--- config.mk ---
export PLATFORM = sky130hd
export DESIGN_NAME = dbt_engine
export DESIGN_NICKNAME = d
export VERILOG_FILES = /design/src/dbt_pkg.sv /design/src/dbt_tick_if.sv /design/src/dbt_engine.sv /design/src/dbt_tick_gen.sv
export VERILOG_INCLUDE_DIRS = /design/src
export SDC_FILE = /design/constraint.sdc
export NUM_CORES = 1
export LEC_CHECK = 0
export BUFFER_PORTS_ARGS = -buffer_cell sky130_fd_sc_hd__buf_2
export CORE_MARGIN = 2
export CORE_UTILIZATION = 40
export DETAILED_ROUTE_END_ITERATION = 8
export PLACE_DENSITY = 0.55
export SLEW_MARGIN = 0
export SYNTH_ARGS = -nofsm -noshare
export SYNTH_HDL_FRONTEND = slang
export SYNTH_SLANG_ARGS = --single-unit
export TNS_END_PERCENT = 5
--- constraint.sdc ---
create_clock -name ref_clk -period 8.5 [get_ports ref_clk]
set_clock_uncertainty 0.1 [all_clocks]
set_input_delay 0.85 -clock ref_clk [delete_from_list [all_inputs] [get_ports ref_clk]]
set_output_delay 0.85 -clock ref_clk [all_outputs]
set_load 0.01 [all_outputs]
--- src/dbt_map.svh ---
`ifndef DBT_MAP_SVH
`define DBT_MAP_SVH

// -----------------------------------------------------------------
// Register port
// -----------------------------------------------------------------
`define DBT_REG_CTRL     4'h0
`define DBT_REG_BASE     4'h1
`define DBT_REG_CBASE    4'h2
`define DBT_REG_STAT     4'h3
`define DBT_CTRL_ARM     0
`define DBT_CTRL_CLKEN   1
`define DBT_CTRL_CLKIE   2
`define DBT_CTRL_RST     3'h0
`define DBT_STAT_DONE    0
`define DBT_STAT_ERR     1
`define DBT_STAT_CHIT    2
`define DBT_STAT_BUSY    3

// -----------------------------------------------------------------
// Table layout
// -----------------------------------------------------------------
`define DBT_W1_PORT      15
`define DBT_W1_MULTI     14
`define DBT_W1_CHAR      13
`define DBT_W1_DIR       11
`define DBT_W1_EQ_HI     10
`define DBT_W1_EQ_LO     7
`define DBT_W1_ST_HI     6
`define DBT_MAXST_HI     6
`define DBT_MAXPOS_HI    4
`define DBT_MAX_LO       2
`define DBT_OFS_CUR      16'h0001
`define DBT_OFS_LAST     16'h0002
`define DBT_OFS_FLAG     16'h0001
`define DBT_ENTRY_WORDS  16'h0004

// -----------------------------------------------------------------
// Timing
// -----------------------------------------------------------------
`define DBT_CLK_HZ       100000000
`define DBT_TICK_MS_NUM  10
`define DBT_TICK_MS_DEN  3
`define DBT_TICK_CYCLES  ((`DBT_TICK_MS_NUM * `DBT_CLK_HZ) / (`DBT_TICK_MS_DEN * 1000))
`endif

--- src/dbt_pkg.sv ---
`include "dbt_map.svh"
package dbt_pkg;
   typedef enum logic [3:0] {
      DBT_S_IDLE = 4'h0,
      DBT_S_HDR  = 4'h1,
      DBT_S_W1   = 4'h3,
      DBT_S_W2   = 4'h2,
      DBT_S_W3   = 4'h6,
      DBT_S_DAT  = 4'h7,
      DBT_S_IO   = 4'h5,
      DBT_S_WB   = 4'h4,
      DBT_S_FLR  = 4'hC,
      DBT_S_CW2  = 4'h8,
      DBT_S_CW3  = 4'h9
   } dbt_state_t;

   typedef enum logic [1:0] {
      DBT_K_SINGLE = 2'h0,
      DBT_K_MULTI  = 2'h1,
      DBT_K_PORT   = 2'h2
   } dbt_kind_t;

   typedef struct packed {
      dbt_state_t  st;
      dbt_kind_t   kind;
      logic [15:0] w1;
      logic [15:0] cur_addr;
      logic [15:0] last_addr;
      logic [15:0] dat;
      logic [15:0] ent;
      logic [15:0] base;
      logic [15:0] cbase;
      logic [15:0] clkcnt;
      logic [4:0]  sta;
      logic [2:0]  ctrl;
      logic        done;
      logic        err;
      logic        chit;
      logic        tick_pend;
      logic        adv;
      logic [31:0] phase;
      logic [15:0] mem_addr;
      logic [15:0] mem_wdata;
      logic        mem_re;
      logic        mem_we;
      logic        mem_lock;
      logic        io_req;
      logic        io_write;
      logic [3:0]  io_equip;
      logic [6:0]  io_station;
      logic [15:0] io_wdata;
      logic        macro_irq;
      logic        clk_irq;
      logic [15:0] rdata;
   } dbt_core_t;

   typedef struct packed {
      logic [18:0] cnt;
      logic        tick;
   } dbt_tick_st_t;
endpackage

--- src/dbt_tick_if.sv ---
interface dbt_tick_if;
   logic en;
   logic tick;
   modport gen (input en, output tick);
   modport host (output en, input tick);
endinterface
--- src/dbt_engine.sv ---
// The placing of the registers and strobed register access were decided locally.
`include "dbt_map.svh"
module dbt_engine
   import dbt_pkg::*;
#(
   parameter logic [18:0] TICK_CYCLES = 19'(`DBT_TICK_CYCLES)
) (
   input  wire logic        ref_clk,
   input  wire logic        rst_n,
   input  wire logic [3:0]  reg_addr,
   input  wire logic [15:0] reg_wdata,
   input  wire logic        reg_wr,
   input  wire logic        reg_rd,
   output logic      [15:0] reg_rdata,
   input  wire logic        svc_req,
   input  wire logic        svc_top,
   input  wire logic        instr_done,
   input  wire logic [4:0]  svc_station,
   output logic      [15:0] mem_addr,
   output logic      [15:0] mem_wdata,
   output logic             mem_re,
   output logic             mem_we,
   output logic             mem_lock,
   input  wire logic [15:0] mem_rdata,
   output logic             io_req,
   output logic             io_write,
   output logic      [3:0]  io_equip,
   output logic      [6:0]  io_station,
   output logic      [15:0] io_wdata,
   input  wire logic        io_ack,
   input  wire logic        io_err,
   input  wire logic [15:0] io_rdata,
   output logic             macro_irq,
   output logic             clk_irq
);
   dbt_core_t  q;
   dbt_core_t  d;
   dbt_tick_if tk_if ();

   // -----------------------------------------------------------------
   // Helpers
   // -----------------------------------------------------------------
   function automatic logic [15:0] f_entry(logic [15:0] base, dbt_kind_t k, logic [4:0] s);
      logic [15:0] ofs;
      ofs = {9'h000, s, 2'b00};
      case (k)
         DBT_K_MULTI: f_entry = base + ofs + `DBT_ENTRY_WORDS;
         DBT_K_PORT:  f_entry = base + ofs;
         default:     f_entry = base;
      endcase
   endfunction

   function automatic logic [15:0] f_out_item(logic [15:0] w, logic ch, logic second);
      if (!ch) begin
         f_out_item = w;
      end else if (!second) begin
         f_out_item = {8'h00, w[15:8]};
      end else begin
         f_out_item = {8'h00, w[7:0]};
      end
   endfunction

   function automatic logic [15:0] f_in_merge(logic [15:0] old, logic [15:0] item,
                                              logic ch, logic second);
      if (!ch) begin
         f_in_merge = item;
      end else if (!second) begin
         f_in_merge = {item[7:0], 8'h00};
      end else begin
         f_in_merge = {old[15:8], item[7:0]};
      end
   endfunction

   dbt_tick_gen #(
      .TICK_CYCLES (TICK_CYCLES)
   ) u_tick (
      .ref_clk (ref_clk),
      .rst_n   (rst_n),
      .tk      (tk_if.gen)
   );
   assign tk_if.en = q.ctrl[`DBT_CTRL_CLKEN];

   logic        ch;
   logic        second;
   logic        is_out;
   logic [15:0] nxt;
   logic        in_range;
   dbt_kind_t   hk;

   assign ch     = q.w1[`DBT_W1_CHAR];
   assign second = q.phase[q.sta];
   assign is_out = q.w1[`DBT_W1_DIR];
   assign nxt    = q.cur_addr + 16'h0001;

   // -----------------------------------------------------------------
   // Next state
   // -----------------------------------------------------------------
   always_comb begin
      d = q;
      d.mem_re    = 1'b0;
      d.mem_we    = 1'b0;
      d.mem_lock  = 1'b0;
      d.io_req    = 1'b0;
      d.macro_irq = 1'b0;
      d.clk_irq   = 1'b0;
      d.rdata     = 16'h0000;
      hk = DBT_K_SINGLE;
      in_range = 1'b1;
      if (mem_rdata[`DBT_W1_PORT] && !mem_rdata[`DBT_W1_MULTI]) begin
         hk = DBT_K_PORT;
         in_range = q.sta <= {2'b00, mem_rdata[`DBT_MAXPOS_HI:`DBT_MAX_LO]};
      end else if (mem_rdata[`DBT_W1_MULTI]) begin
         hk = DBT_K_MULTI;
         in_range = q.sta <= mem_rdata[`DBT_MAXST_HI:`DBT_MAX_LO];
      end

      if (reg_rd) begin
         case (reg_addr)
            `DBT_REG_CTRL:  d.rdata = {13'h0000, q.ctrl};
            `DBT_REG_BASE:  d.rdata = q.base;
            `DBT_REG_CBASE: d.rdata = q.cbase;
            `DBT_REG_STAT:  d.rdata = {12'h000, q.st != DBT_S_IDLE, q.chit, q.err, q.done};
            default:        d.rdata = 16'h0000;
         endcase
      end
      if (reg_wr) begin
         case (reg_addr)
            `DBT_REG_CTRL:  d.ctrl = reg_wdata[2:0];
            `DBT_REG_BASE: begin
               d.base  = reg_wdata;
               d.phase = 32'h00000000;
            end
            `DBT_REG_CBASE: d.cbase = reg_wdata;
            `DBT_REG_STAT: begin
               d.done = q.done & ~reg_wdata[`DBT_STAT_DONE];
               d.err  = q.err  & ~reg_wdata[`DBT_STAT_ERR];
               d.chit = q.chit & ~reg_wdata[`DBT_STAT_CHIT];
            end
            default: ;
         endcase
      end

      // Ticks accumulate into one pending request; set beats clear below
      if (tk_if.tick) begin
         d.tick_pend = 1'b1;
      end

      case (q.st)
         DBT_S_IDLE: begin
            if (q.tick_pend && q.ctrl[`DBT_CTRL_CLKEN]) begin
               d.tick_pend = tk_if.tick;
               d.mem_re    = 1'b1;
               d.mem_addr  = q.cbase + `DBT_OFS_CUR;
               d.st        = DBT_S_CW2;
            end else if (q.ctrl[`DBT_CTRL_ARM] && svc_req && svc_top && instr_done) begin
               d.sta      = svc_station;
               d.mem_re   = 1'b1;
               d.mem_addr = q.base;
               d.st       = DBT_S_HDR;
            end
         end
         DBT_S_HDR: begin
            d.kind = hk;
            if (!in_range) begin
               d.st = DBT_S_IDLE;
            end else begin
               d.ent      = f_entry(q.base, hk, q.sta);
               d.mem_re   = 1'b1;
               d.mem_addr = f_entry(q.base, hk, q.sta);
               d.st       = DBT_S_W1;
            end
         end
         DBT_S_W1: begin
            d.w1       = mem_rdata;
            d.mem_re   = 1'b1;
            d.mem_addr = q.ent + `DBT_OFS_CUR;
            d.st       = DBT_S_W2;
         end
         DBT_S_W2: begin
            d.cur_addr = mem_rdata;
            d.mem_re   = 1'b1;
            d.mem_addr = q.ent + `DBT_OFS_LAST;
            d.st       = DBT_S_W3;
         end
         DBT_S_W3: begin
            d.last_addr = mem_rdata;
            if (q.cur_addr == mem_rdata) begin
               d.st = DBT_S_IDLE;
            end else if (is_out || (ch && second)) begin
               d.mem_re   = 1'b1;
               d.mem_addr = nxt;
               d.st       = DBT_S_DAT;
            end else begin
               d.io_req     = 1'b1;
               d.io_write   = 1'b0;
               d.io_equip   = q.w1[`DBT_W1_EQ_HI:`DBT_W1_EQ_LO];
               d.io_station = (q.kind == DBT_K_PORT) ? {4'h0, q.sta[2:0]}
                                                     : q.w1[`DBT_W1_ST_HI:0];
               d.st         = DBT_S_IO;
            end
         end
         DBT_S_DAT: begin
            d.dat        = mem_rdata;
            d.io_req     = 1'b1;
            d.io_write   = is_out;
            d.io_equip   = q.w1[`DBT_W1_EQ_HI:`DBT_W1_EQ_LO];
            d.io_station = (q.kind == DBT_K_PORT) ? {4'h0, q.sta[2:0]}
                                                  : q.w1[`DBT_W1_ST_HI:0];
            d.io_wdata   = f_out_item(mem_rdata, ch, second);
            d.st         = DBT_S_IO;
         end
         DBT_S_IO: begin
            if (io_ack) begin
               if (io_err) begin
                  d.err       = 1'b1;
                  d.macro_irq = 1'b1;
                  d.st        = DBT_S_IDLE;
               end else begin
                  if (!is_out) begin
                     d.mem_we    = 1'b1;
                     d.mem_addr  = nxt;
                     d.mem_wdata = f_in_merge(q.dat, io_rdata, ch, second);
                  end
                  d.adv           = !ch || second;
                  d.phase[q.sta]  = ch && !second;
                  d.st            = DBT_S_WB;
               end
            end
         end
         DBT_S_WB: begin
            d.st = DBT_S_IDLE;
            if (q.adv) begin
               d.cur_addr  = nxt;
               d.mem_we    = 1'b1;
               d.mem_addr  = q.ent + `DBT_OFS_CUR;
               d.mem_wdata = nxt;
               if (nxt == q.last_addr) begin
                  d.done      = 1'b1;
                  d.macro_irq = 1'b1;
                  if (q.kind == DBT_K_MULTI) begin
                     d.mem_re   = 1'b1;
                     d.mem_we   = 1'b0;
                     d.mem_lock = 1'b1;
                     d.mem_addr = q.base + `DBT_OFS_FLAG + {15'h0000, q.sta[4]};
                     d.st       = DBT_S_FLR;
                  end
               end
            end
         end
         DBT_S_FLR: begin
            // Position write was deferred here so the flag read goes first
            d.mem_we    = 1'b1;
            d.mem_addr  = q.ent + `DBT_OFS_CUR;
            d.mem_wdata = q.cur_addr;
            d.st        = DBT_S_CW3;
            d.kind      = DBT_K_MULTI;
         end
         DBT_S_CW2: begin
            d.clkcnt   = mem_rdata;
            d.mem_re   = 1'b1;
            d.mem_addr = q.cbase + `DBT_OFS_LAST;
            d.st       = DBT_S_CW3;
            d.kind     = DBT_K_SINGLE;
         end
         DBT_S_CW3: begin
            d.st = DBT_S_IDLE;
            if (q.kind == DBT_K_MULTI) begin
               d.mem_we    = 1'b1;
               d.mem_lock  = 1'b1;
               d.mem_addr  = q.base + `DBT_OFS_FLAG + {15'h0000, q.sta[4]};
               d.mem_wdata = q.dat | (16'h0001 << q.sta[3:0]);
            end else begin
               d.mem_we    = 1'b1;
               d.mem_addr  = q.cbase + `DBT_OFS_CUR;
               d.mem_wdata = q.clkcnt + 16'h0001;
               if (q.clkcnt + 16'h0001 == mem_rdata) begin
                  d.chit    = 1'b1;
                  d.clk_irq = q.ctrl[`DBT_CTRL_CLKIE];
               end
            end
         end
         default: d.st = DBT_S_IDLE;
      endcase
      // Flag read data lands in FLR's cycle; keep it for the locked write
      if (q.st == DBT_S_FLR) begin
         d.dat = mem_rdata;
      end
   end

   always_ff @(posedge ref_clk) begin
      if (!rst_n) begin
         q <= '0;
      end else begin
         q <= d;
      end
   end

   assign reg_rdata  = q.rdata;
   assign mem_addr   = q.mem_addr;
   assign mem_wdata  = q.mem_wdata;
   assign mem_re     = q.mem_re;
   assign mem_we     = q.mem_we;
   assign mem_lock   = q.mem_lock;
   assign io_req     = q.io_req;
   assign io_write   = q.io_write;
   assign io_equip   = q.io_equip;
   assign io_station = q.io_station;
   assign io_wdata   = q.io_wdata;
   assign macro_irq  = q.macro_irq;
   assign clk_irq    = q.clk_irq;
endmodule

--- src/dbt_tick_gen.sv ---
`include "dbt_map.svh"
module dbt_tick_gen
   import dbt_pkg::*;
#(
   parameter logic [18:0] TICK_CYCLES = 19'(`DBT_TICK_CYCLES)
) (
   input  wire logic   ref_clk,
   input  wire logic   rst_n,
   dbt_tick_if.gen     tk
);
   dbt_tick_st_t q;
   dbt_tick_st_t d;

   // Held at zero while disabled so the first tick is a full period away
   always_comb begin
      d = q;
      d.tick = 1'b0;
      if (!tk.en) begin
         d.cnt = 19'h00000;
      end else if (q.cnt >= TICK_CYCLES - 19'h00001) begin
         d.cnt = 19'h00000;
         d.tick = 1'b1;
      end else begin
         d.cnt = q.cnt + 19'h00001;
      end
   end

   always_ff @(posedge ref_clk) begin
      if (!rst_n) begin
         q <= '0;
      end else begin
         q <= d;
      end
   end

   assign tk.tick = q.tick;
endmodule

==> After elaboration in Yosys (flattened, before gate mapping) <==
Cells that the tools add are included.
{ "word_totals": {"ff_bits": 279, "inputBits": 66, "out_inout_bits": 82, "word_cells": 219} }
{ "classes": {"addsub": 11, "magnitude_cmp": 5, "n_eq_ne": 29, "shift": 1, "muxes": 86, "bitwise": 13, "n_reduce_logical": 41} }
{ "op_table": {"columns": ["cell", "n"], "rows": [
  ["$mux W16", 13],
  ["$mux W32", 5],
  ["$pmux W16 S9", 1],
  ["$mux W64", 2],
  ["$pmux W16 S4", 2],
  ["$add A16 B1 Y16 const B", 5],
  ["$pmux W16 S2", 2],
  ["$eq A16 B16 Y1", 3],
  ["$pmux W4 S9", 1],
  ["$mux W35", 1],
  ["$add A16 B2 Y16 const B", 2],
  ["$bwmux W32", 1],
  ["$mux W1", 31],
  ["$mux W4", 7],
  ["$mux W13", 2],
  ["$pmux W13 S2", 1],
  ["$add A19 B1 Y19 const B", 1],
  ["$ge A19 B19 Y1 const B", 1],
  ["$add A16 B1 Y16", 1],
  ["$add A16 B3 Y16 const B", 1],
  ["$add A16 B7 Y16", 1],
  ["$eq A4 B2 Y1 const B", 4],
  ["$eq A4 B3 Y1 const B", 4],
  ["$ne A2 B2 Y1 const B", 8],
  ["other kinds (38)", 86]
]} }

==> Longest topological paths before layout <==
Gate-level depths: netlist (run 1).
{ "depth": {"word_depth": 8, "depth_mapped": 16, "mapped_depth_nobuf": 12} }

==> Cells and area by module <==
From an unflattened synthesis (run 1), not the netlist that was laid out.
{ "unflattened": {"hier_cells": 2383, "hier_area_um2": 17767.0} }
{ "by_module_without_submodules": {"columns": ["mod", "instances", "cells_each", "area_per_inst_um2", "seq_area_each_um2"], "rows": [
  ["dbt_engine", 1, 2272, 16742.3, 5165.0],
  ["dbt_tick_gen", 1, 111, 1024.7, 400.4]
]} }

==> Worst setup path after synthesis (run 1) <==
No wires, ideal clock.
{ "synth_path": {"path_kind": "input-to-reg", "start": "in mem_rdata[3]", "end": "reg q[176] (netlist bit)", "setup_ns": 0.128, "arrival_time_ns": 3.495, "required_time_ns": 8.272, "slack_ns": 4.777, "path_stages": 12, "path_buffers": 2, "path_cell_list": "clkbuf_1 -> inv_1 -> ha_1 -> nor2b_1 -> o21ai_0 -> a21boi_0 -> o31ai_1 -> o21ai_1 -> nor2_1 -> clkbuf_1 -> mux2i_1 -> nor2_1"} }
{ "synth_between": {"elab_chain_cells": 4, "elab_cells_between_ends": 5, "classes_between": "order compare: 2; mux: 2; reduce/logical: 1"} }
{ "synth_rtl": {"columns": ["item", "line_no", "rtl"], "rows": [
  ["start: declaration", "dbt_engine.sv:24", "input wire logic [15:0] mem_rdata,"],
  ["$le A5 B5 Y1", "dbt_engine.sv:114", "in_range = q.sta <= mem_rdata[`DBT_MAXST_HI:`DBT_MAX_LO];"],
  ["$mux W1", "dbt_engine.sv:112", "end else if (mem_rdata[`DBT_W1_MULTI]) begin"],
  ["$mux W1 *", "dbt_engine.sv:109", "if (mem_rdata[`DBT_W1_PORT] && !mem_rdata[`DBT_W1_MULTI]) begin"],
  ["$reduce_and A2 Y1 (no line) *", null, null],
  ["end signal: assignment", "dbt_engine.sv:292", "q <= '0;"],
  ["end signal: assignment", "dbt_engine.sv:294", "q <= d;"],
  ["end: declaration", "dbt_engine.sv:36", "dbt_core_t q;"]
]} }
Every way passes the cells marked *; elsewhere a longest branch is shown, timed or not.
A chain may end at the register's enable or synchronous reset.

==> Worst setup path in the final report (run 1) <==
{ "layout_path": {"start": "reg q[260] (netlist bit)", "end": "reg q (netlist bit mem_addr[13])"} }
{ "layout_between": {"elab_chain_cells": 4, "elab_cells_between_ends": 22, "classes_between": "eq/ne: 17; mux: 1; reduce/logical: 4"} }
{ "layout_rtl": {"columns": ["item", "line_no", "rtl"], "rows": [
  ["$eq A4 B4 Y1 / $eq A4 B2 Y1 (equally long branches)", "dbt_engine.sv:148", "case (q.st)"],
  ["$reduce_or A2 Y1 (no line)", null, null],
  ["$reduce_bool A9 Y1 (no line)", null, null],
  ["$reduce_and A9 Y1 (no line)", null, null]
]} }
Several ways; a longest one is shown, not always the timed one.

==> out/qor.csv, run 1 <==
metric,value,unit
synthesized area,0.0178,mm²
first-pass GRT wire length,102000,µm
FF-to-FF Start,q[260],
post-synth net total,2487,
starting density of the core,40.4,%
Slew @ Worst Pin,1.28,ns
hold_sp,u_tick.tk.tick,
IO Pins,148,
RSZ-0062 raised after global routing,no,
DRC,0,
FP Rows,77,
Storage cell area,0.00557,mm²
Crit Path Category,flip-flop to flip-flop,
number of global-route vias before repair,16400,
# Max-Cap Violations,0,
"EDFF count, synth",0,
Post CTS Setup Buffer Count,0,
VDD IR max,0.109,mV
antenna violations before repair,2,
Final Hold Vio Count,0,
highest clock rate,230,MHz
Total Power,3.33,mW
ANT cells,0,
sum of buffers and inverters on the critical path,1,
CTS tree,built,
sequential area share after synthesis,31.2,%
total length of routed wires,68100,µm
most frequent cells in the layout,"nand2_1 (371), dfxtp_1 (278), nor2_1 (239)",
Nets,2420,
highest-delay cell along the critical path,or4b_1,
register bit total from synthesis,278,
share of post-route cells with drive strength above 1,11.9,%
"Design Area, Final",0.0195,mm²
setup TNS,0,ns
cell family with most CP delay,simple AND/OR/NAND/NOR gates,
Leak,6.79,nW
fin cells,2951,
Skew-Pair Late Insertion Delay,0.55,ns
Overflow after GRT,0,
PortBufs,147,
CTS Buffer Depth,3,
hold path endpoint,q[115],
Period minus WS final,4.35,ns
status,"complete, no violations",
Via density,6.00,
via count,17700,
"Arr. time, crit path",4.67,ns
endpoint type of the worst setup path,flip-flop,
Tcrit/Tclk final,51.2,%
CTS Buf Count,36,
Avg WL per Cell,23.1,µm
crit path launch type,flip-flop,
gr usage total,28.5,%
"commonest non-fill, non-tap cell in the layout",nand2_1,
ANT nets after route,0,
area taken by multi-input logic gates,0.0108,mm²
core area,0.0441,mm²
"Reg clk slew, reported paths",0.05,ns
PwrDens,171,mW/mm²
Worst R2R End,mem_addr[13],
DIE HEIGHT,215,µm
largest net degree at the start of global routing,84,
hpwl dp,48400,µm
yosys warns,0,
Die W,215,µm
P&R area growth vs syn,9.14,%
CP peak stage delay,0.90,ns
dpl cells,2887,
worst-path fanout max,21,
Die Area,0.0463,mm²
R2R cell count,9,
# resized after CTS,0,
Final Max Slew Viols,0,
Synth Flop Type,dfxtp_1,
Root Driver,clkbuf_16,
Gate Count Post-Synth,2400,
Final Setup Violations,0,
Slew HR,14.1,%
"Async S/R FF share, synth",0,%
Min Hold Slack,0.342,ns
Syn Area/Cell,7.43,µm²
worst min-delay path class,flip-flop to flip-flop,
number of H-tree levels,2,
CTS Sinks,278,
fill cell count,4630,
Cell variety after synth,90,
"Cell Area, Placed",0.0182,mm²
Hold Crit Depth,2,
placer congestion estimate,0.949,
CTS hold repair buffers,0,
WP data required,8.81,ns
Initial DRC Count,1828,
first-pass detailed-route iteration total,5,
"setup slack, reg-to-reg",4.15,ns
cell-by-cell trace of the critical path,or4b_1 -> buf_4 -> mux2i_1 -> o211ai_2 -> xor2_1 -> o22ai_1 -> or4_1 -> a2111oi_0 -> a31oi_1,
==> sequential cells by signal, indices dropped and copies added (netlist names), 4 cells and up <==
signal	flops
io_equip	4
mem_addr	16
mem_wdata	16
u_tick.q	19
q	174
io_station	7
reg_rdata	16
io_wdata	16
==> layer usage <==
| metal | up-vias | global-route usage [%] | wire length, µm |
|---|---|---|---|
| li1 | 8291 | - | - |
| met2 | 738 | 44.7 | 30500 |
| met5 | - | 0 | 7 |
| met1 | 8558 | 39.7 | 30000 |
| met3 | 121 | 4.03 | 5300 |
| met4 | 2 | 10.8 | 2320 |
==> synth_stat cells (all sizes together), types with 38 or more instances <==
master	instances	area (µm²)
nand2	371	1390
dfxtp	278	5570
nor2	242	911
a21oi	225	1130
clkbuf	170	638
nand3	118	596
buf	112	756
o21ai	105	529
xnor2	83	727
xor2	72	631
mux2i	58	581
nor3	45	235
nand4	42	297
a211oi	38	285
==> report_power, final <==
group | internal, mW | leakage [nW] | switching, mW | total (mW)
combinational | 0.0986 | 3.91 | 0.212 | 0.311
sequential | 1.33 | 2.24 | 0.0417 | 1.37
clock | 1.03 | 0.640 | 0.615 | 1.65
==> tightest hold or removal path, cell delays in order (launching register included) <==
cell and delay, ns:
dfxtp_1 0.30, a21oi_1 0.03, nor2_1 0.07
==> how the worst max path moves through the flow <==
stage / cells after the start / to / from / slack [ns]
finish: 9 / mem_addr[13] / q[260] / 4.15
CTS: 9 / mem_addr[13] / q[260] / 4.20
detailed placement: 12 / mem_addr[14] / mem_rdata[3] / 4.20
global placement: 9 / mem_addr[13] / q[260] / 4.28
global route: 9 / mem_addr[13] / q[258] / 3.91
floorplan: 12 / q[176] / mem_rdata[3] / 4.78
==> stage by stage <==
stage / util, % / worst slack (ns)
detailed placement: 41.2 / 4.20
finish: 44.1 / 4.15
CTS: 44.1 / 4.20
global placement: 41.2 / 4.28
global route: 44.1 / 3.91
floorplan: - / 4.78
==> layout make-up <==
class	count	area share, %
inverters	30	0.605
repair buffers	177	4.94
clock buffers	49	5.50
multi-input cells	1810	55.5
well taps	592	3.81
clock inverters	15	1.07
flip-flops and latches	278	28.6
==> kinds of logic (layout without fill, tap and decap cells) <==
group | Yosys count | in the layout | share of synthesized area (%)
fa+ha+maj | 21 | 21 | 1.52
compound gates | 586 | 586 | 20.9
simple gates | 978 | 978 | 25.6
buf+inv | 312 | 271 | 8.45
mux | 67 | 67 | 4.33
flops | 278 | 278 | 31.2
xor+xnor | 158 | 158 | 8.01
Power figures use the tool's default switching activity.
==> inputs of run 2 (changes only) <==
==> constraint.sdc (replaced) <==
create_clock -name ref_clk -period 4.3 [get_ports ref_clk]
set_clock_uncertainty 0.1 [all_clocks]
set_input_delay 0.43 -clock ref_clk [delete_from_list [all_inputs] [get_ports ref_clk]]
set_output_delay 0.43 -clock ref_clk [all_outputs]
set_load 0.01 [all_outputs]
==> run 2 against run 1 <==
  * Flip-flop and latch count is the same
  * Sequential power grew 97%
  * Largest cell class unchanged
  * Worst hold slack lost 0.31 ns
  * Largest power group unchanged
  * Critical path type unchanged
  * Utilization grew 0.39 points
  * Register-to-register slack lost 3.8 ns
==> out/qor.csv, run 2 (synthesis results as in run 1) <==
metric,value,unit,change
status,"complete, no violations",,unchanged
Root Driver,clkbuf_16,,unchanged
top flop regs,"q (174), u_tick.q (19)",,unchanged
core area,0.0441,mm²,unchanged
ANT nets after route,0,,unchanged
CTS tree,built,,unchanged
Final Max Slew Viols,0,,unchanged
area taken by multi-input logic gates,0.0108,mm²,about the same
ANT cells,0,,unchanged
Nets,2461,,"was 2,420"
DRC,0,,unchanged
"Reg clk slew, reported paths",0.06,ns,was 0.05 ns
Storage cell area,0.00557,mm²,unchanged
PwrDens,320,mW/mm²,was 171 mW/mm²
antenna violations before repair,0,,was 2
"Design Area, Final",0.0196,mm²,was 0.0195 mm²
max FFs per register,174,,unchanged
first-pass detailed-route iteration total,7,,was 5
DIE HEIGHT,215,µm,unchanged
CTS Buf Count,34,,was 36
Leak,6.92,nW,was 6.79 nW
starting density of the core,40.4,%,unchanged
"Cell Area, Placed",0.0185,mm²,was 0.0182 mm²
WP data required,4.61,ns,was 8.81 ns
FP Rows,77,,unchanged
total length of routed wires,68500,µm,"was 68,100 µm"
first-pass GRT wire length,103000,µm,"was 102,000 µm"
Min Hold Slack,0.0371,ns,was 0.342 ns
CTS Sinks,278,,unchanged
share of post-route cells with drive strength above 1,13.3,%,was 11.9%
most frequent cells in the layout,"nand2_1 (371), dfxtp_1 (278), nor2_1 (240)",,"was nand2_1 (371), dfxtp_1 (278), nor2_1 (239)"
P&R area growth vs syn,10.1,%,was 9.14%
Period minus WS final,3.98,ns,was 4.35 ns
Via density,6.02,,was 6.00
hpwl dp,49500,µm,"was 48,400 µm"
Die Area,0.0463,mm²,unchanged
fill cell count,4676,,"was 4,630"
worst min-delay path class,primary input to flip-flop,,was flip-flop to flip-flop
number of global-route vias before repair,16500,,"was 16,400"
largest net degree at the start of global routing,82,,was 84
Overflow after GRT,0,,unchanged
Skew-Pair Late Insertion Delay,0.56,ns,was 0.55 ns
VDD IR max,0.303,mV,was 0.109 mV
Post CTS Setup Buffer Count,0,,unchanged
Avg WL per Cell,22.9,µm,was 23.1 µm
Crit Path Category,flip-flop to flip-flop,,unchanged
# resized after CTS,0,,unchanged
Die W,215,µm,unchanged
highest clock rate,251,MHz,was 230 MHz
gr usage total,28.7,%,was 28.5%
via count,18000,,"was 17,700"
worst-path fanout max,11,,was 21
Total Power,6.29,mW,was 3.33 mW
pre-CTS WS,0.449,ns,was 4.20 ns
largest reg by FF count,q,,unchanged
placer congestion estimate,0.968,,was 0.949
# Max-Cap Violations,0,,unchanged
Final Hold Vio Count,0,,unchanged
Slew HR,25.2,%,was 14.1%
crit path launch type,flip-flop,,unchanged
endpoint type of the worst setup path,flip-flop,,unchanged
Final Setup Violations,0,,unchanged
Setup WS post-layout,0.319,ns,was 4.15 ns
Initial DRC Count,2085,,"was 1,828"
RSZ-0062 raised after global routing,no,,unchanged
"commonest non-fill, non-tap cell in the layout",nand2_1,,unchanged
"Arr. time, crit path",4.29,ns,was 4.67 ns
IO Pins,148,,unchanged
CTS Buffer Depth,3,,unchanged
number of H-tree levels,2,,unchanged
CTS hold repair buffers,0,,unchanged
Tcrit/Tclk final,92.6,%,was 51.2%
setup TNS,0,ns,unchanged
Slew @ Worst Pin,1.12,ns,was 1.28 ns
PortBufs,147,,unchanged
## run 2: cell count changes in the layout (fill, tap and decap cells not counted), sizes merged
cell	delta
clkbuf	-6
inv	+1
clkinv	+2
bufinv	-2
clkinvlp	+2
buf	+43
## run 2: where the power goes
part	leakage (nW)	total (mW)	switching (mW)	internal (mW)
logic	4.12	0.663	0.449	0.215
registers	2.24	2.70	0.0729	2.62
clock network	0.559	2.93	1.19	1.74
total	6.92	6.29	1.71	4.58
## run 2: final cells by class
cell class              instances  area share [%]
clock buffers                  43            4.82
multi-input cells            1810            55.0
inverters                      30           0.599
well taps                     592            3.77
clock inverters                18           0.886
repair buffers                220            6.60
flip-flops and latches        278            28.4
## run 2: worst paths after layout
| kind | cells after the start | end | slack (ns) | from |
|---|---|---|---|---|
| worst min-delay path | 3 | q[125] | 0.04 | svc_station[3] |
| worst max register to register | 10 | mem_addr[6] | 0.32 | q[223] |
| worst min register to register | 2 | q[115] | 0.35 | u_tick.tk.tick |
| worst max-delay path | 10 | mem_addr[6] | 0.32 | q[223] |
## run 2: worst max-delay path: stages, from the launching register on
cell	delay, ns
dfxtp_1	0.57
ha_1	0.44
nand3_1	0.22
or3_4	0.43
xnor2_1	0.35
a21oi_1	0.17
nand4_2	0.15
or2_1	0.53
buf_4	0.33
mux2i_1	0.39
a31oi_1	0.15
## run 2: per-stage QoR
stage | cells | util [%]
6_report | 2991 | 44.5
5_1_grt | 2991 | 44.5
4_1_cts | 2991 | 44.5
3_5_place_dp | 2930 | 41.9
3_3_place_gp | 2930 | 41.9
2_1_floorplan | 2400 | -
## run 2: metal layers
| layer | wire length [µm] | part of all wire [%] | track usage, % | vias to the layer above |
|---|---|---|---|---|
| met3 | 5240 | 7.6 | 5.19 | 121 |
| met5 | 0 | 0 | 0 | - |
| met1 | 30500 | 44 | 40.1 | 8712 |
| met4 | 2130 | 3.1 | 9.82 | 0 |
| li1 | - | - | - | 8389 |
| met2 | 30700 | 45 | 44.5 | 779 |
==> inputs of run 3 (changes only) <==
--- a/config.mk
+++ b/config.mk
@@ -7,10 +7,10 @@
 export NUM_CORES = 1
 export LEC_CHECK = 0
 export BUFFER_PORTS_ARGS = -buffer_cell sky130_fd_sc_hd__buf_2
-export CORE_MARGIN = 2
+export CORE_MARGIN = 5
 export CORE_UTILIZATION = 40
 export DETAILED_ROUTE_END_ITERATION = 8
-export PLACE_DENSITY = 0.55
+export PLACE_DENSITY_LB_ADDON = 0.15
 export SLEW_MARGIN = 0
 export SYNTH_ARGS = -nofsm -noshare
 export SYNTH_HDL_FRONTEND = slang
==> constraint.sdc (replaced) <==
create_clock -name ref_clk -period 3.9 [get_ports ref_clk]
set_clock_uncertainty 0.1 [all_clocks]
set_input_delay 0.39 -clock ref_clk [delete_from_list [all_inputs] [get_ports ref_clk]]
set_output_delay 0.39 -clock ref_clk [all_outputs]
set_load 0.01 [all_outputs]
==> run 3 against run 2 <==
  * Combinational power up 14%
  * Highest routed layer unchanged
  * Sequential share of layout area down 0.42 points
  * Fmax up 10%
  * Largest cell class unchanged
==> out/qor.csv, run 3 (synthesis results as in run 1) <==
metric,value,unit,change
status,"complete, no violations",,unchanged
top flop regs,"q (174), u_tick.q (19)",,unchanged
switching share of power,26.9,%,was 27.2%
starting density of the core,40.4,%,unchanged
setup TNS,0,ns,unchanged
CTS tree,built,,unchanged
Final Max Slew Viols,0,,unchanged
number of global-route vias before repair,17000,,"was 16,500"
Via density,5.97,,was 6.02
Initial DRC Count,1737,,"was 2,085"
worst-path fanout max,11,,unchanged
DIE HEIGHT,221,µm,was 215 µm
CTS Sinks,278,,unchanged
hold_sp,io_rdata[3],,was svc_station[3]
number of H-tree levels,2,,unchanged
Skew-Pair Late Insertion Delay,0.56,ns,about the same
CTS Buf Count,34,,unchanged
highest clock rate,277,MHz,was 251 MHz
Crit Path Category,flip-flop to flip-flop,,unchanged
DR WL met2,31400,µm,"was 30,700 µm"
"Arr. time, crit path",3.98,ns,was 4.29 ns
logic gate share of total power,11.1,%,was 10.5%
Avg WL per Cell,22.7,µm,was 22.9 µm
Met3 Wirelength,4970,µm,was 5240 µm
FF-to-FF Start,q[223],,unchanged
Int Pwr,5.00,mW,was 4.58 mW
hold path endpoint,mem_wdata[3],,was q[125]
first-pass detailed-route iteration total,6,,was 7
Hold Crit Depth,3,,unchanged
"setup slack, reg-to-reg",0.29,ns,was 0.32 ns
highest-delay cell along the critical path,dfxtp_1,,unchanged
Die Area,0.0489,mm²,was 0.0463 mm²
cell-by-cell trace of the critical path,ha_1 -> nand3_1 -> or3_4 -> a32o_1 -> nor4_2 -> nand4_2 -> or2_1 -> or3_1 -> a311oi_2,,was ha_1 -> nand3_1 -> or3_4 -> xnor2_1 -> a21oi_1 -> nand4_2 -> or2_1 -> buf_4 -> mux2i_1 -> a31oi_1
antenna violations before repair,1,,was 0
hpwl dp,51000,µm,"was 49,500 µm"
Sequential Power Share,43.4,%,was 42.9%
Final Setup Violations,0,,unchanged
Post CTS Setup Buffer Count,0,,unchanged
endpoint type of the worst setup path,flip-flop,,unchanged
Slew HR,16.3,%,was 25.2%
IO Pins,148,,unchanged
CP peak stage delay,0.55,ns,was 0.57 ns
RSZ-0062 raised after global routing,no,,unchanged
Metal-1 WL,30100,µm,"was 30,500 µm"
"commonest non-fill, non-tap cell in the layout",nand2_1,,unchanged
worst min-delay path class,primary input to flip-flop,,unchanged
first-pass GRT wire length,105000,µm,"was 103,000 µm"
VDD IR max,0.232,mV,was 0.303 mV
largest net degree at the start of global routing,83,,was 82
WP data required,4.27,ns,was 4.61 ns
PortBufs,147,,unchanged
# Max-Cap Violations,0,,unchanged
Final Util,45.2,%,was 44.5%
Slew @ Worst Pin,1.25,ns,was 1.12 ns
R2R cell count,9,,was 10
gr usage total,26.8,%,was 28.7%
largest reg by FF count,q,,unchanged
share of post-route cells with drive strength above 1,13.4,%,was 13.3%
P&R area growth vs syn,11.8,%,was 10.1%
most frequent cells in the layout,"nand2_1 (371), dfxtp_1 (278), nor2_1 (240)",,unchanged
DRC,0,,unchanged
PwrDens,343,mW/mm²,was 320 mW/mm²
Nets,2500,,"was 2,461"
ANT nets after route,0,,unchanged
Root Driver,clkbuf_16,,unchanged
max FFs per register,174,,unchanged
Leak,7.06,nW,was 6.92 nW
Final Hold Vio Count,0,,unchanged
Die W,221,µm,was 215 µm
via count,18100,,"was 18,000"
Period minus WS final,3.61,ns,was 3.98 ns
core area,0.0441,mm²,unchanged
"Reg clk slew, reported paths",0.06,ns,about the same
Overflow after GRT,0,,unchanged
Worst R2R End,mem_addr[4],,was mem_addr[6]
Tcrit/Tclk final,92.5,%,was 92.6%
Psw,1.84,mW,was 1.71 mW
FP Rows,77,,unchanged
Top Metal Used,met4,,unchanged
power share of the clock group,45.5,%,was 46.6%
placer congestion estimate,0.937,,was 0.968
CTS Buffer Depth,3,,unchanged
crit path launch type,flip-flop,,unchanged
total length of routed wires,68800,µm,"was 68,500 µm"
[run 3: cell count changes in the layout (fill, tap and decap cells not counted), sizes merged]
cell	change
buf	+22
bufinv	-2
inv	-1
clkinv	-10
clkbuf	+10
diode	+2
clkinvlp	-1
dlygate4sd3	+17
[run 3: worst max path at each step]
stage          cells after the start  startpoint      endpoint
2_1_floorplan                     15      q[259]  mem_addr[11]
3_3_place_gp                      10      q[122]  mem_addr[15]
3_5_place_dp                       9      q[223]   mem_addr[4]
4_1_cts                            9      q[223]   mem_addr[4]
5_1_grt                           10      q[122]  mem_addr[15]
6_report                           9      q[223]   mem_addr[4]
[run 3: critical path: cells and delay by family (launching register included)]
kind,cells,cell delay [ns]
flip-flops,1,0.55
AND/OR/NAND/NOR,6,1.99
AO/OA/AOI/OAI,2,0.45
adder cells (fa/ha/maj),1,0.42
[run 3: final cells by class]
type | instances | area [µm²]
timing repair buffer | 259 | 1640
sequential | 278 | 5570
antenna | 2 | 5.00
fill | 4679 | 24200
clock buffer | 53 | 1020
multi-input combinational | 1810 | 10800
clock inverter | 4 | 47.5
inverter | 30 | 118
tap | 592 | 741
[run 3: what timing repair did]
item,CTS,global route
hold buffers,17,0
resized for setup,0,0
endpoints found under the hold margin,31,0
[run 3: metrics by stage]
step	setup slack, ns	power (mW)	area [µm²]	std cells	hold slack, ns
floorplan	0.329	3.47	17800	2400	0.313
global placement	0.471	3.75	18700	2952	0.333
detailed placement	0.343	3.75	18700	2952	0.339
CTS	0.329	6.89	19900	3026	0.0126
global route	0.0603	7.07	19900	3026	0.0484
finish	0.291	6.84	19900	3028	0.0470
[run 3: routing by layer]
metal | global-route usage [%] | vias to the layer above
met2 | 43.0 | 753
met3 | 4.92 | 140
li1 | - | 8456
met4 | 8.58 | 0
met1 | 36.8 | 8719
met5 | 0 | -
[run 3: power groups by stage]
stage	Sequential (mW)	Combinational [mW]	Clock, mW
floorplan	2.98	0.491	0
detailed placement	3.02	0.727	0
finish	2.96	0.758	3.11
global placement	3.02	0.722	0
CTS	2.96	0.743	3.19
global route	2.97	0.805	3.29
